==> config.mk <==
export PLATFORM = sky130hd
export DESIGN_NAME = cmt_timer
export DESIGN_NICKNAME = d
export VERILOG_FILES = /design/src/pkg/cmt_pkg.sv /design/src/cmt_timer.sv
export SDC_FILE = /design/constraint.sdc
export NUM_CORES = 1
export LEC_CHECK = 0
export ABC_AREA = 1
export ABC_CLOCK_PERIOD_IN_PS = 2200
export BUFFER_PORTS_ARGS = -buffer_cell sky130_fd_sc_hd__buf_4
export CELL_PAD_IN_SITES_DETAIL_PLACEMENT = 0
export CELL_PAD_IN_SITES_GLOBAL_PLACEMENT = 1
export CORE_ASPECT_RATIO = 1.75
export CORE_MARGIN = 3
export CORE_UTILIZATION = 36
export DETAILED_ROUTE_END_ITERATION = 12
export PLACE_DENSITY_LB_ADDON = 0.1
export SLEW_MARGIN = 20
export SYNTH_ARGS = -nofsm -noshare
export SYNTH_HDL_FRONTEND = slang
export SYNTH_SLANG_ARGS = --single-unit
==> constraint.sdc <==
create_clock -name clk -period 2.2 [get_ports clk]
set_input_delay 0.44 -clock clk [delete_from_list [all_inputs] [get_ports clk]]
set_output_delay 0.44 -clock clk [all_outputs]
set_load 0.02 [all_outputs]
==> src/pkg/cmt_pkg.sv <==
package cmt_pkg;
  localparam int ADDR_W = 18;
  // register indices; byte address is four times the index
  localparam logic [15:0] IDX_CTL_ZERO   = 16'hffa0;
  localparam logic [15:0] IDX_CTL_STATUS = 16'hffa1;
  localparam logic [15:0] IDX_COUNTER    = 16'hffa2;
  localparam logic [15:0] IDX_CONST_A    = 16'hffa3;
  localparam logic [15:0] IDX_CONST_B    = 16'hffa4;
  localparam logic [15:0] IDX_CTL_ONE    = 16'hffa5;
  localparam logic [15:0] IDX_EVT_STATUS = 16'hffa6;
  localparam logic [15:0] IDX_EVT_CLEAR  = 16'hffa7;
  localparam logic [15:0] IDX_EVT_ENABLE = 16'hffa8;
  // timer_control_zero fields
  localparam int BIT_MATCH_B_IE  = 7;
  localparam int BIT_MATCH_A_IE  = 6;
  localparam int BIT_OVF_IE      = 5;
  localparam int POS_CLEAR_SEL   = 3;
  localparam int POS_CLOCK_SEL   = 0;
  // timer_control_status fields
  localparam int BIT_MATCH_B_FLAG = 7;
  localparam int BIT_MATCH_A_FLAG = 6;
  localparam int BIT_OVF_FLAG     = 5;
  localparam int BIT_STATUS_ONE   = 4;
  localparam int POS_OUT_SEL_B    = 2;
  localparam int POS_OUT_SEL_A    = 0;
  // timer_control_one fields
  localparam int POS_TRIG_EDGE   = 3;
  localparam int BIT_TRIG_ENABLE = 2;
  localparam int BIT_INT_CLK_SEL = 0;
  // event register bits
  localparam int EVT_MATCH_A = 0;
  localparam int EVT_MATCH_B = 1;
  localparam int EVT_OVF     = 2;
  // reset values
  localparam logic [7:0] RST_CTL_ZERO = 8'h00;
  localparam logic [7:0] RST_CTL_ONE  = 8'h00;
  localparam logic [7:0] RST_OUT_SEL  = 8'h00;
  localparam logic [7:0] RST_CONST    = 8'hff;
  localparam logic [7:0] RST_COUNTER  = 8'h00;
  localparam logic [6:0] RST_PRESCALE = 7'h00;
  // prescaler length (phi/128 is the slowest tap)
  localparam int PRESCALE_W = 7;
  typedef enum logic [1:0] {CLR_NONE, CLR_MATCH_A, CLR_MATCH_B, CLR_TRIG}
    cmt_clear_t;
  typedef enum logic [1:0] {OUT_KEEP, OUT_LOW, OUT_HIGH, OUT_TOGGLE}
    cmt_out_t;
endpackage

==> src/cmt_timer.sv <==
// Operation
// RQ1: match B flag raises no interrupt while its enable bit is 0.
// RQ2: match A flag raises no interrupt while its enable bit is 0.
// RQ3: overflow enable bit blocks or passes overflow flag interrupts.
// RQ4: clear select picks counter clear condition; 00 never clears.
// RQ5: clock select 011 with internal select 1 counts phi/128 falling edges.
// RQ6: match B flag sets when counter equals compare constant B.
// RQ7: match A flag sets when counter equals compare constant A.
// RQ8: overflow flag sets when the counter overflows.
// RQ9: overflow flag clears only after read as 1 then written 0.
// RQ10: output select B sets pin on match B; 00 leaves it.
// RQ11: output select A sets pin on match A; 00 leaves it.
// RQ12: trigger edge select picks active edge; 00 ignores trigger.
// RQ13: trigger enable 0: pin never starts counting, match clear never halts.
// RQ14: internal clock select is bit 0 of control one, used with clock select.
// RQ15: interrupt asserted while any flag and its enable are both 1.
// RQ16: writing 1 to a flag has no effect; only hardware sets flags.
//
// Implementation choice: the APB interface to the registers.
`timescale 1ns/1ps
`default_nettype none
module cmt_timer
  import cmt_pkg::*;
(
  input  wire logic                      clk,
  input  wire logic                      rst_n,
  input  wire logic                      psel,
  input  wire logic                      penable,
  input  wire logic                      pwrite,
  input  wire logic [cmt_pkg::ADDR_W-1:0] paddr,
  input  wire logic [31:0]               pwdata,
  output logic      [31:0]               prdata,
  output logic                           pready,
  output logic                           pslverr,
  input  wire logic                      triggerInputPin,
  output logic                           timerOutputPin,
  output logic                           timerIrq
);
  import cmt_pkg::*;

  logic [7:0]            ctlZeroReg, ctlZeroNext;
  logic [7:0]            ctlOneReg, ctlOneNext;
  logic [7:0]            outSelReg, outSelNext;
  logic [7:0]            constAReg, constANext;
  logic [7:0]            constBReg, constBNext;
  logic [7:0]            counterReg, counterNext;
  logic [2:0]            flagReg, flagNext;
  logic [2:0]            armReg, armNext;
  logic [2:0]            evtReg, evtNext;
  logic [2:0]            evtEnReg, evtEnNext;
  logic [PRESCALE_W-1:0] presReg, presNext;
  logic                  pinReg, pinNext;
  logic                  runReg, runNext;
  logic                  eqAPrevReg, eqBPrevReg;
  logic                  trigS1Reg, trigS2Reg, trigS3Reg;
  logic [31:0]           rdataReg, rdataNext;

  logic                  setupPh, accessPh, hit, wrDone, rdDone;
  logic [15:0]           idx;
  logic [7:0]            wb;
  logic [7:0]            statusView;
  logic [PRESCALE_W-1:0] divMask;
  logic                  tick, counting, eqA, eqB, matchA, matchB, ovfEvt;
  logic                  trigEdge, clearNow;
  logic [2:0]            flagEvt, flagEn;
  logic [1:0]            trigSel;
  cmt_clear_t            clrSel;
  cmt_out_t              osA, osB;

  assign idx      = paddr[ADDR_W-1:2];
  assign setupPh  = psel && !penable;
  assign accessPh = psel && penable;
  assign wb       = pwdata[7:0];
  assign hit      = (paddr[1:0] == 2'b00) &&
                    (idx inside {IDX_CTL_ZERO, IDX_CTL_STATUS, IDX_COUNTER,
                                 IDX_CONST_A, IDX_CONST_B, IDX_CTL_ONE,
                                 IDX_EVT_STATUS, IDX_EVT_CLEAR,
                                 IDX_EVT_ENABLE});
  assign pready   = accessPh;
  assign pslverr  = accessPh && !hit;
  assign wrDone   = accessPh && pwrite && hit;
  assign rdDone   = accessPh && !pwrite && hit;
  assign prdata   = rdataReg;

  assign clrSel  = cmt_clear_t'(ctlZeroReg[POS_CLEAR_SEL +: 2]);
  assign osA     = cmt_out_t'(outSelReg[POS_OUT_SEL_A +: 2]);
  assign osB     = cmt_out_t'(outSelReg[POS_OUT_SEL_B +: 2]);
  assign trigSel = ctlOneReg[POS_TRIG_EDGE +: 2];

  assign statusView = {flagReg[2], flagReg[1], flagReg[0], 1'b1,
                       outSelReg[3:0]};

  // prescaler tap from clock select plus internal select
  always_comb
  begin
    divMask = '0;
    case (ctlZeroReg[POS_CLOCK_SEL +: 3])
      3'b001: divMask = ctlOneReg[BIT_INT_CLK_SEL] ? 7'h07 : 7'h03; // [RQ14]
      3'b010: divMask = ctlOneReg[BIT_INT_CLK_SEL] ? 7'h1f : 7'h0f; // [RQ14]
      3'b011: divMask = ctlOneReg[BIT_INT_CLK_SEL] ? 7'h7f : 7'h3f; // [RQ5]
      default: divMask = '0;
    endcase
  end
  // falling edge of the divided clock: all low bits wrap together
  assign tick = (divMask != '0) && ((presReg & divMask) == divMask); // [RQ5]

  // trigger edge detection on synchronised pin; 00 ignores it
  always_comb
  begin
    case (trigSel)
      2'b01:   trigEdge = trigS2Reg && !trigS3Reg;              // [RQ12]
      2'b10:   trigEdge = !trigS2Reg && trigS3Reg;              // [RQ12]
      2'b11:   trigEdge = trigS2Reg != trigS3Reg;               // [RQ12]
      default: trigEdge = 1'b0;                                 // [RQ12]
    endcase
  end

  assign counting = !ctlOneReg[BIT_TRIG_ENABLE] || runReg;     // [RQ13]
  assign eqA      = counterReg == constAReg;
  assign eqB      = counterReg == constBReg;
  assign matchA   = eqA && !eqAPrevReg;                          // [RQ7]
  assign matchB   = eqB && !eqBPrevReg;                          // [RQ6]
  assign ovfEvt   = tick && counting && counterReg == 8'hff;     // [RQ8]
  assign flagEvt  = {matchB, matchA, ovfEvt};

  always_comb
  begin
    case (clrSel)                                                // [RQ4]
      CLR_MATCH_A: clearNow = matchA;
      CLR_MATCH_B: clearNow = matchB;
      CLR_TRIG:    clearNow = trigEdge;
      default:     clearNow = 1'b0;
    endcase
  end

  assign flagEn = {ctlZeroReg[BIT_MATCH_B_IE], ctlZeroReg[BIT_MATCH_A_IE],
                   ctlZeroReg[BIT_OVF_IE]};
  assign timerIrq = |(flagReg & flagEn)  // [RQ1] [RQ2] [RQ3] [RQ15]
                    | |(evtReg & evtEnReg);

  always_comb
  begin
    ctlZeroNext = ctlZeroReg;
    ctlOneNext  = ctlOneReg;
    outSelNext  = outSelReg;
    constANext  = constAReg;
    constBNext  = constBReg;
    counterNext = counterReg;
    flagNext    = flagReg;
    armNext     = armReg;
    evtNext     = evtReg;
    evtEnNext   = evtEnReg;
    presNext    = presReg + 1'b1;
    pinNext     = pinReg;
    runNext     = runReg;
    rdataNext   = rdataReg;

    if (setupPh && !pwrite)
    begin
      rdataNext = '0;
      case (idx)
        IDX_CTL_ZERO:   rdataNext[7:0] = ctlZeroReg;
        IDX_CTL_STATUS: rdataNext[7:0] = statusView;
        IDX_COUNTER:    rdataNext[7:0] = counterReg;
        IDX_CONST_A:    rdataNext[7:0] = constAReg;
        IDX_CONST_B:    rdataNext[7:0] = constBReg;
        IDX_CTL_ONE:    rdataNext[7:0] = ctlOneReg;
        IDX_EVT_STATUS: rdataNext[2:0] = evtReg;
        IDX_EVT_ENABLE: rdataNext[2:0] = evtEnReg;
        default:        rdataNext = '0;
      endcase
    end

    // flag read as 1 arms its clear
    if (rdDone && idx == IDX_CTL_STATUS)
      armNext = armReg | rdataReg[7:5];                          // [RQ9]

    if (wrDone)
    begin
      case (idx)
        IDX_CTL_ZERO:   ctlZeroNext = wb;
        IDX_CTL_ONE:    ctlOneNext = wb;
        IDX_CONST_A:    constANext = wb;
        IDX_CONST_B:    constBNext = wb;
        IDX_COUNTER:    counterNext = wb;
        IDX_EVT_ENABLE: evtEnNext = wb[2:0];
        IDX_EVT_CLEAR:  evtNext = evtReg & ~wb[2:0];
        IDX_CTL_STATUS:
        begin
          outSelNext = {4'h0, wb[3:0]};
          // zero on an armed flag clears it; a one is ignored
          flagNext = flagReg & ~(armReg & ~wb[7:5]);  // [RQ9] [RQ16]
          armNext  = '0;
        end
        default: ;
      endcase
    end

    // counter advance and clear; a bus write to the counter wins
    if (!(wrDone && idx == IDX_COUNTER))
    begin
      if (clearNow)
        counterNext = '0;                                        // [RQ4]
      else if (tick && counting)
        counterNext = counterReg + 1'b1;
    end

    // trigger start and match-clear halt only with trigger enabled
    if (ctlOneReg[BIT_TRIG_ENABLE])                              // [RQ13]
    begin
      if (trigEdge)
        runNext = 1'b1;
      else if (clearNow && clrSel != CLR_TRIG)
        runNext = 1'b0;
    end
    else
      runNext = 1'b0;

    // hardware set wins over any clear in the same cycle
    flagNext = flagNext | flagEvt;  // [RQ6] [RQ7] [RQ8]
    evtNext  = evtNext | {ovfEvt, matchB, matchA};

    // output pin: match A first, match B overrides
    if (matchA)
    begin
      case (osA)                                                 // [RQ11]
        OUT_LOW:    pinNext = 1'b0;
        OUT_HIGH:   pinNext = 1'b1;
        OUT_TOGGLE: pinNext = !pinReg;
        default:    pinNext = pinReg;
      endcase
    end
    if (matchB)
    begin
      case (osB)                                                 // [RQ10]
        OUT_LOW:    pinNext = 1'b0;
        OUT_HIGH:   pinNext = 1'b1;
        OUT_TOGGLE: pinNext = !pinNext;
        default:    pinNext = pinNext;
      endcase
    end
  end

  always_ff @(posedge clk or negedge rst_n)
  begin
    if (!rst_n)
    begin
      ctlZeroReg <= RST_CTL_ZERO;
      ctlOneReg  <= RST_CTL_ONE;
      outSelReg  <= RST_OUT_SEL;
      constAReg  <= RST_CONST;
      constBReg  <= RST_CONST;
      counterReg <= RST_COUNTER;
      flagReg    <= '0;
      armReg     <= '0;
      evtReg     <= '0;
      evtEnReg   <= '0;
      presReg    <= RST_PRESCALE;
      pinReg     <= 1'b0;
      runReg     <= 1'b0;
      eqAPrevReg <= 1'b0;
      eqBPrevReg <= 1'b0;
      trigS1Reg  <= 1'b0;
      trigS2Reg  <= 1'b0;
      trigS3Reg  <= 1'b0;
      rdataReg   <= '0;
    end
    else
    begin
      ctlZeroReg <= ctlZeroNext;
      ctlOneReg  <= ctlOneNext;
      outSelReg  <= outSelNext;
      constAReg  <= constANext;
      constBReg  <= constBNext;
      counterReg <= counterNext;
      flagReg    <= flagNext;
      armReg     <= armNext;
      evtReg     <= evtNext;
      evtEnReg   <= evtEnNext;
      presReg    <= presNext;
      pinReg     <= pinNext;
      runReg     <= runNext;
      eqAPrevReg <= eqA;
      eqBPrevReg <= eqB;
      trigS1Reg  <= triggerInputPin;
      trigS2Reg  <= trigS1Reg;
      trigS3Reg  <= trigS2Reg;
      rdataReg   <= rdataNext;
    end
  end

  assign timerOutputPin = pinReg;
endmodule
`default_nettype wire

==> parameters.txt, run 1 <==
Parameter                              Value

Status
  Status    complete, no violations

Worst setup path
  Max incr delay on CP    160 ps
  Cell seen most often among critical-path stages    nand2_1
  Maximum fanout count along the critical path    10
  Cells along the critical path    buf_4 > nand2_1 > inv_1 > nand2_4 > nor2_1 > nand2_1 > nand2_1 > nor2_1 > nand3_2 > a21oi_1 > buf_4
  Worst setup path startpoint    paddr[7]
  Type of element capturing the critical path    output pin
  Register-to-register path setup slack    300 ps
  FF-to-FF End    counterReg[3]
  Cell with the largest stage delay on the worst path    buf_4
  Data required time at the worst endpoint    1760 ps
  Arrival time worst endpoint    1590 ps
  Critical path launch point type    input port
  Reg2reg start    counterReg[6]
  Worst reg-to-reg path cell count    12
  Critical path destination    pslverr
  Critical Setup Path Class    in -> out

Timing
  Worst slew pin tran    501 ps
  F_max    0.493 GHz
  Setup clock skew after layout    10.8 ps
  Final cycle utilization of the critical path    92.1%
  Unrepaired setup endpoints after global routing    no
  Worst max-slew margin expressed relative to the limit    66.5%
  Shortest clock period the worst path allows after layout    2030 ps
  Count of final max-slew check failures    0
  Final Hold Violating Endpoints    0
  Tightest hold margin    198 ps
  Final setup violation count    0

Power
  Power spent charging and discharging nets    0.841 mW
  Sw Ratio    26.3%
  Pwr per Cell Area    584 nW/µm²
  Max IR drop VDD    0.000330 V
  Combinational power share    8.0%
  Proportion of power drawn by the clock network    46.2%
  Pint    2.36 mW
  Sequential fraction of design power    45.9%
  Total leakage power    2.76 nW
  Power Total    3.20 mW

Cells and area
  Sequential cell area    1970 µm²
  Fill count    1,238
  Total area of multi-input combinational cells    2060 µm²
  Proportion of layout cells with a drive suffix above 1    20.3%
  Non-filler cells, final    820
  Number of nets in the finished design    710
  Area growth from synthesis to layout    21.9%
  Final antenna diode count    0
  Summed area of non-filler cells in the final layout    5480 µm²

Yosys
  Number of distinct standard cells referenced by the synthesized netlist    39
  Leading cell type by number of instances after synthesis    nand2_1
  Most used flip-flop cell after synthesis    dfrtp_1
  Biggest area contributors in the synthesized netlist    dfrtp_1 35%, nand2_1 12%, dfstp_2 9.4%
  #FFs+latches synth    78
  Area fraction of the dominant cell type after synthesis    34.5%
  Cells after synthesis    578
  Cell type with the highest aggregate area in the netlist    dfrtp_1
  Number of warnings printed during yosys synthesis    0
  Seq/Total Area, Yosys    43.9%
  Post-synth EDFFs    0
  Synthesized area per cell    7.77 µm²
  Async S/R FF share, synth    100%
  Most numerous cell types in the synthesized netlist    138 x nand2_1, 77 x inv_1, 62 x dfrtp_1
  Summed instance area of the synthesized netlist    4490 µm²

Placement
  Post-placement cell count    801
  Gpl congestion    0.893
  Placed inst area    5150 µm²
  Number of buffers inserted by port buffering    43
  Placed wire-length estimate    10,500 µm

Clocking
  CTS Sinks    78
  Clock buffers created by TritonCTS    9
  Insertion delay to the later sink of the worst-skew pair    350 ps
  Clock transition time at the flip-flop clock pins of the worst setup and hold paths    60 ps
  Max clock buf depth    2
  H-tree level count    3
  TritonCTS clock tree    built
  CTS root buf    clkbuf_16

GRT
  Initial antenna violation count    0
  Largest net degree at the start of global routing    38
  Aggregate global-route resource usage    20.0%
  Wire length of the first global-routing pass    21,400 µm
  Via count of the first global-routing pass    3,985
  Remaining global-route overflow    0

Drt
  DRC errors left    0
  DR vias    3,965
  Wire length per cell after detailed routing    16.3 µm
  Count of nets left with antenna violations after detail routing    0
  Routed wire length    13,400 µm
  Violation count after the first detailed-routing iteration    163
  Routed via count divided by cell count    4.84
  Number of iterations in the first detailed-routing pass    4

Die
  Core area    12,100 µm²
  Initial core utilization    37.0%
  Chip height    154 µm
  Standard-cell row count    53
  IO Count    92
  Floorplan die width    90.4 µm
  Area of the die    13,900 µm²

Min path
  Hold Path Class    in -> reg

Run
  Max cap viols    0
-- kinds of logic after synthesis --
family / Yosys count / share of synthesized area [%]
AO/OA/AOI/OAI: 100 / 13.1
XOR/XNOR: 27 / 5.26
adder cells (fa/ha/maj): 4 / 1.11
buffers and inverters: 121 / 12.5
flip-flops: 78 / 43.9
other: 1 / 0.0835
AND/OR/NAND/NOR: 247 / 24.1
-- routing by layer --
metal / up-vias / routed length (µm) / part of all wire [%] / global-route usage [%]
li1: 1956 / - / - / -
met1: 1862 / 5380 / 40 / 22.6
met2: 117 / 6860 / 51 / 35.6
met3: 30 / 513 / 3.8 / 3.62
met4: 0 / 635 / 4.7 / 10.7
met5: - / 0 / 0 / 0
-- power groups by stage --
stage | combinational (mW) | clock [mW] | sequential, mW
2_1_floorplan | 0.128 | 0 | 1.51
5_1_grt | 0.282 | 1.58 | 1.47
6_report | 0.255 | 1.48 | 1.47
3_5_place_dp | 0.256 | 0 | 1.49
3_3_place_gp | 0.255 | 0 | 1.49
4_1_cts | 0.259 | 1.51 | 1.47
-- area by class of cell --
cell class                      count  share of cell area [%]
Clock buffer                       10                    4.36
Clock inverter                      6                   0.960
Multi-Input combinational cell    402                    37.5
Tap cell                          165                    3.77
Sequential cell                    78                    36.0
Inverter                           79                    5.42
Timing Repair Buffer               80                    11.9
-- per-stage QoR --
| stage | util (%) | worst slack [ps] | setup TNS [ps] |
|---|---|---|---|
| 3_5_place_dp | 42.4 | -48.7 | -369 |
| 6_report | 45.1 | 173 | 0 |
| 3_3_place_gp | 42.4 | -17.5 | -43.7 |
| 4_1_cts | 44.9 | 83.0 | 0 |
| 2_1_floorplan | - | 236 | 0 |
| 5_1_grt | 45.1 | 7.08 | 0 |
-- cell usage in the layout, fill, tap and decap left out, types with 5 or more instances in the layout --
| cell | Yosys | layout |
|---|---|---|
| nand2_1 | 138 | 137 |
| inv_1 | 77 | 77 |
| buf_4 | 25 | 75 |
| dfrtp_1 | 62 | 62 |
| nor2_1 | 52 | 51 |
| o21ai_0 | 51 | 51 |
| conb_1 | 1 | 24 |
| nand3_1 | 17 | 17 |
| a21oi_1 | 16 | 16 |
| dfstp_2 | 16 | 16 |
| xor2_1 | 15 | 15 |
| nor3_1 | 13 | 13 |
| o22ai_1 | 13 | 13 |
| xnor2_1 | 12 | 12 |
| nand4_1 | 10 | 10 |
| clkbuf_16 | 0 | 9 |
| o21ai_2 | 6 | 6 |
| nor2_2 | 4 | 5 |
-- state kept, by name (all words and copies together), names as in the netlist, named ones only --
signal,flops
ctlOneReg,8
counterReg,8
outSelReg,4
constAReg,8
timerOutputPin,1
trigS3Reg,1
trigS2Reg,1
evtEnReg,3
eqBPrevReg,1
trigS1Reg,1
eqAPrevReg,1
prdata,8
evtReg,3
ctlZeroReg,8
presReg,7
constBReg,8
flagReg,3
runReg,1
-- critical path, delay by kind of cell --
kind                   cells  cell delay (ps)
buffers and inverters      3              330
AND/OR/NAND/NOR            7              680
AO/OA/AOI/OAI              1              150
-- worst min-delay path by stage --
stage                          from                         end  slack [ps]  cells after the start
floorplan                     rst_n  asynchronous set/reset pin         140                      0
global placement          trigS1Reg                   trigS2Reg         330                      0
detailed placement        trigS1Reg                   trigS2Reg         340                      0
CTS                 triggerInputPin                   trigS1Reg         190                      1
global route        triggerInputPin                   trigS1Reg         180                      1
finish              triggerInputPin                   trigS1Reg         200                      1
-- what timing repair did --
action	in CTS	in global routing
buffers inserted	0	2
hold buffers	1	0
endpoints found under the hold margin	9	0
resized for setup	0	3
endpoints found under the setup margin	0	2
Note: power is estimated with default switching activity, not from simulation.
==> run 2, diff against run 1 <==
--- a/config.mk
+++ b/config.mk
@@ -7,7 +7,7 @@
 export LEC_CHECK = 0
 export ABC_AREA = 1
 export ABC_CLOCK_PERIOD_IN_PS = 2200
-export BUFFER_PORTS_ARGS = -buffer_cell sky130_fd_sc_hd__buf_4
+export BUFFER_PORTS_ARGS = -buffer_cell sky130_fd_sc_hd__buf_2
 export CELL_PAD_IN_SITES_DETAIL_PLACEMENT = 0
 export CELL_PAD_IN_SITES_GLOBAL_PLACEMENT = 1
 export CORE_ASPECT_RATIO = 1.75
==> parameters.txt, run 2 (synthesized netlist as in run 1, its figures left out) <==
Parameter                              Value

Drt
  Number of iterations in the first detailed-routing pass    5 (was 4)
  Routed via count divided by cell count    4.80 (was 4.84)
  DRC errors left    0 (unchanged)
  Wire length per cell after detailed routing    16.4 µm (was 16.3 µm)
  DR vias    3,913 (was 3,965)
  Routed wire length    13,400 µm (about the same)
  Count of nets left with antenna violations after detail routing    0 (unchanged)
  Violation count after the first detailed-routing iteration    204 (was 163)

Power
  Pint    2.41 mW (was 2.36 mW)
  Sw Ratio    25.5% (was 26.3%)
  Pwr per Cell Area    606 nW/µm² (was 584 nW/µm²)
  Proportion of power drawn by the clock network    47.3% (was 46.2%)
  Combinational power share    7.3% (was 8.0%)
  Total leakage power    2.71 nW (was 2.76 nW)
  Power spent charging and discharging nets    0.824 mW (was 0.841 mW)
  Max IR drop VDD    0.000353 V (was 0.000330 V)
  Sequential fraction of design power    45.4% (was 45.9%)

Clocking
  Setup fix buffers added after clock tree synthesis    0 (unchanged)
  CTS root buf    clkbuf_16 (unchanged)
  Clock transition time at the flip-flop clock pins of the worst setup and hold paths    70 ps (was 60 ps)
  Clock buffers created by TritonCTS    9 (unchanged)
  Max clock buf depth    2 (unchanged)
  TritonCTS clock tree    built (unchanged)
  H-tree level count    3 (unchanged)
  Insertion delay to the later sink of the worst-skew pair    340 ps (was 350 ps)
  CTS Sinks    78 (unchanged)

Worst setup path
  Critical path launch point type    input port (unchanged)
  FF-to-FF End    timerOutputPin (was counterReg[3])
  WP buf/inv    3 (unchanged)
  Reg2reg start    counterReg[6] (unchanged)
  Data required time at the worst endpoint    1760 ps (about the same)
  Crit path max-delay family    simple AND/OR/NAND/NOR gates (unchanged)
  Worst reg-to-reg path cell count    9 (was 12)
  Worst setup path startpoint    paddr[7] (unchanged)
  Max incr delay on CP    180 ps (was 160 ps)
  Register-to-register path setup slack    210 ps (was 300 ps)
  Critical Setup Path Class    in -> out (unchanged)
  Maximum fanout count along the critical path    10 (unchanged)
  Cell seen most often among critical-path stages    nand2_1 (unchanged)
  Type of element capturing the critical path    output pin (unchanged)
  Path length in cells of the critical path    11 (unchanged)
  Cell with the largest stage delay on the worst path    a21oi_2 (was buf_4)
  Cells along the critical path    buf_2 > nand2_1 > inv_1 > nand2_4 > nor2_1 > nand2_1 > nand2_1 > nor2_1 > nand3_2 > a21oi_2 > buf_4 (was buf_4 > nand2_1 > inv_1 > nand2_4 > nor2_1 > nand2_1 > nand2_1 > nor2_1 > nand3_2 > a21oi_1 > buf_4)
  Arrival time worst endpoint    1600 ps (was 1590 ps)
  Critical path destination    pslverr (unchanged)

GRT
  GR Layer Usage met3    2.50% (was 3.62%)
  Met2 capacity usage during global routing    36.4% (was 35.6%)
  Initial antenna violation count    0 (unchanged)
  Via count of the first global-routing pass    3,836 (was 3,985)
  Wire length of the first global-routing pass    21,300 µm (was 21,400 µm)
  Met1 Track Usage GR    24.1% (was 22.6%)
  Remaining global-route overflow    0 (unchanged)
  Aggregate global-route resource usage    20.1% (was 20.0%)
  Largest net degree at the start of global routing    35 (was 38)
  Most used routing layer in global routing    met2 (unchanged)

Placement
  Setup WS pre-CTS    -88.3 ps (was -48.7 ps)
  Placed inst area    5020 µm² (was 5150 µm²)
  Placed wire-length estimate    10,300 µm (was 10,500 µm)
  Number of buffers inserted by port buffering    43 (unchanged)
  Post-placement cell count    800 (was 801)
  Gpl congestion    0.872 (was 0.893)

Timing
  Setup clock skew after layout    8.12 ps (was 10.8 ps)
  Final cycle utilization of the critical path    92.7% (was 92.1%)
  Final Hold Violating Endpoints    0 (unchanged)
  Tightest hold margin    44.8 ps (was 198 ps)
  F_max    0.491 GHz (was 0.493 GHz)
  Sum of negative setup slack    0 ps (unchanged)
  Count of final max-slew check failures    0 (unchanged)
  Shortest clock period the worst path allows after layout    2040 ps (was 2030 ps)
  Final WS setup    162 ps (was 173 ps)
  Final setup violation count    0 (unchanged)

Cells and area
  Non-filler cells, final    816 (was 820)
  Most frequent cells in the layout    138 x nand2_1, 77 x inv_1, 62 x dfrtp_1 (was 137 x nand2_1, 77 x inv_1, 75 x buf_4)
  Final antenna diode count    0 (unchanged)
  Proportion of layout cells with a drive suffix above 1    19.8% (was 20.3%)
  Summed area of non-filler cells in the final layout    5340 µm² (was 5480 µm²)
  Leading cell type in the layout, fill and taps excluded    nand2_1 (unchanged)
  Number of nets in the finished design    706 (was 710)
  Area growth from synthesis to layout    18.8% (was 21.9%)

Run
  Max cap viols    0 (unchanged)

Die
  Floorplan die width    90.4 µm (unchanged)
  Area of the die    13,900 µm² (unchanged)
  Chip height    154 µm (unchanged)
  Standard-cell row count    53 (unchanged)
  IO Count    92 (unchanged)
  Initial core utilization    37.0% (unchanged)
  Core area    12,100 µm² (unchanged)

Status
  Status    complete, no violations (unchanged)

Min path
  Hold Path Class    in -> async (was in -> reg)
-- run 2: power by group through the flow --
stage / Combinational, mW / Sequential [mW] / Clock [mW]
2_1_floorplan: 0.128 / 1.51 / 0
3_3_place_gp: 0.235 / 1.49 / 0
3_5_place_dp: 0.237 / 1.49 / 0
4_1_cts: 0.238 / 1.47 / 1.55
5_1_grt: 0.263 / 1.47 / 1.61
6_report: 0.236 / 1.47 / 1.53
-- run 2: worst min path at each step --
stage	cells after the start	end	slack, ps	start
after floorplan	0	asynchronous set/reset pin	140	rst_n
after global routing	1	trigS1Reg	80	rst_n
after detailed placement	0	trigS2Reg	340	trigS1Reg
final	1	trigS2Reg	40	rst_n
after global placement	0	trigS2Reg	340	trigS1Reg
after CTS	1	trigS2Reg	60	rst_n
-- run 2: per-layer routing --
| metal | vias up | share of wire [%] | wire, µm |
|---|---|---|---|
| li1 | 1938 | - | - |
| met1 | 1863 | 40 | 5380 |
| met2 | 98 | 54 | 7220 |
| met3 | 14 | 3.6 | 486 |
| met4 | 0 | 2.0 | 269 |
| met5 | - | 0 | 0 |
-- run 2: repair_timing --
| action | in CTS | in global routing |
|---|---|---|
| resized for setup | 0 | 4 |
| endpoints found under the setup margin | 0 | 1 |
| hold buffers | 0 | 0 |
-- run 2: layout make-up --
type                    count  area (µm²)
fillers                  1234        6800
repair buffers             76         505
clock buffers              10         229
flip-flops and latches     78        1970
clock inverters             6        68.8
multi-input cells         402        2060
inverters                  79         297
well taps                 165         206
-- run 2: metrics by stage --
step | util [%] | total power [mW]
6_report | 44.0 | 3.23
4_1_cts | 43.8 | 3.26
3_5_place_dp | 41.4 | 1.73
5_1_grt | 44.0 | 3.35
3_3_place_gp | 41.4 | 1.73
2_1_floorplan | - | 1.63
-- run 2: worst register-to-register path, stage by stage (launching register included) --
cell and delay (ps):
dfrtp_1 480, xor2_1 180, nor2_1 250, nand2_1 90, nor2_1 200, nand2_1 210
o22ai_1 260, nand3_1 100, nand2_1 70, inv_1 30
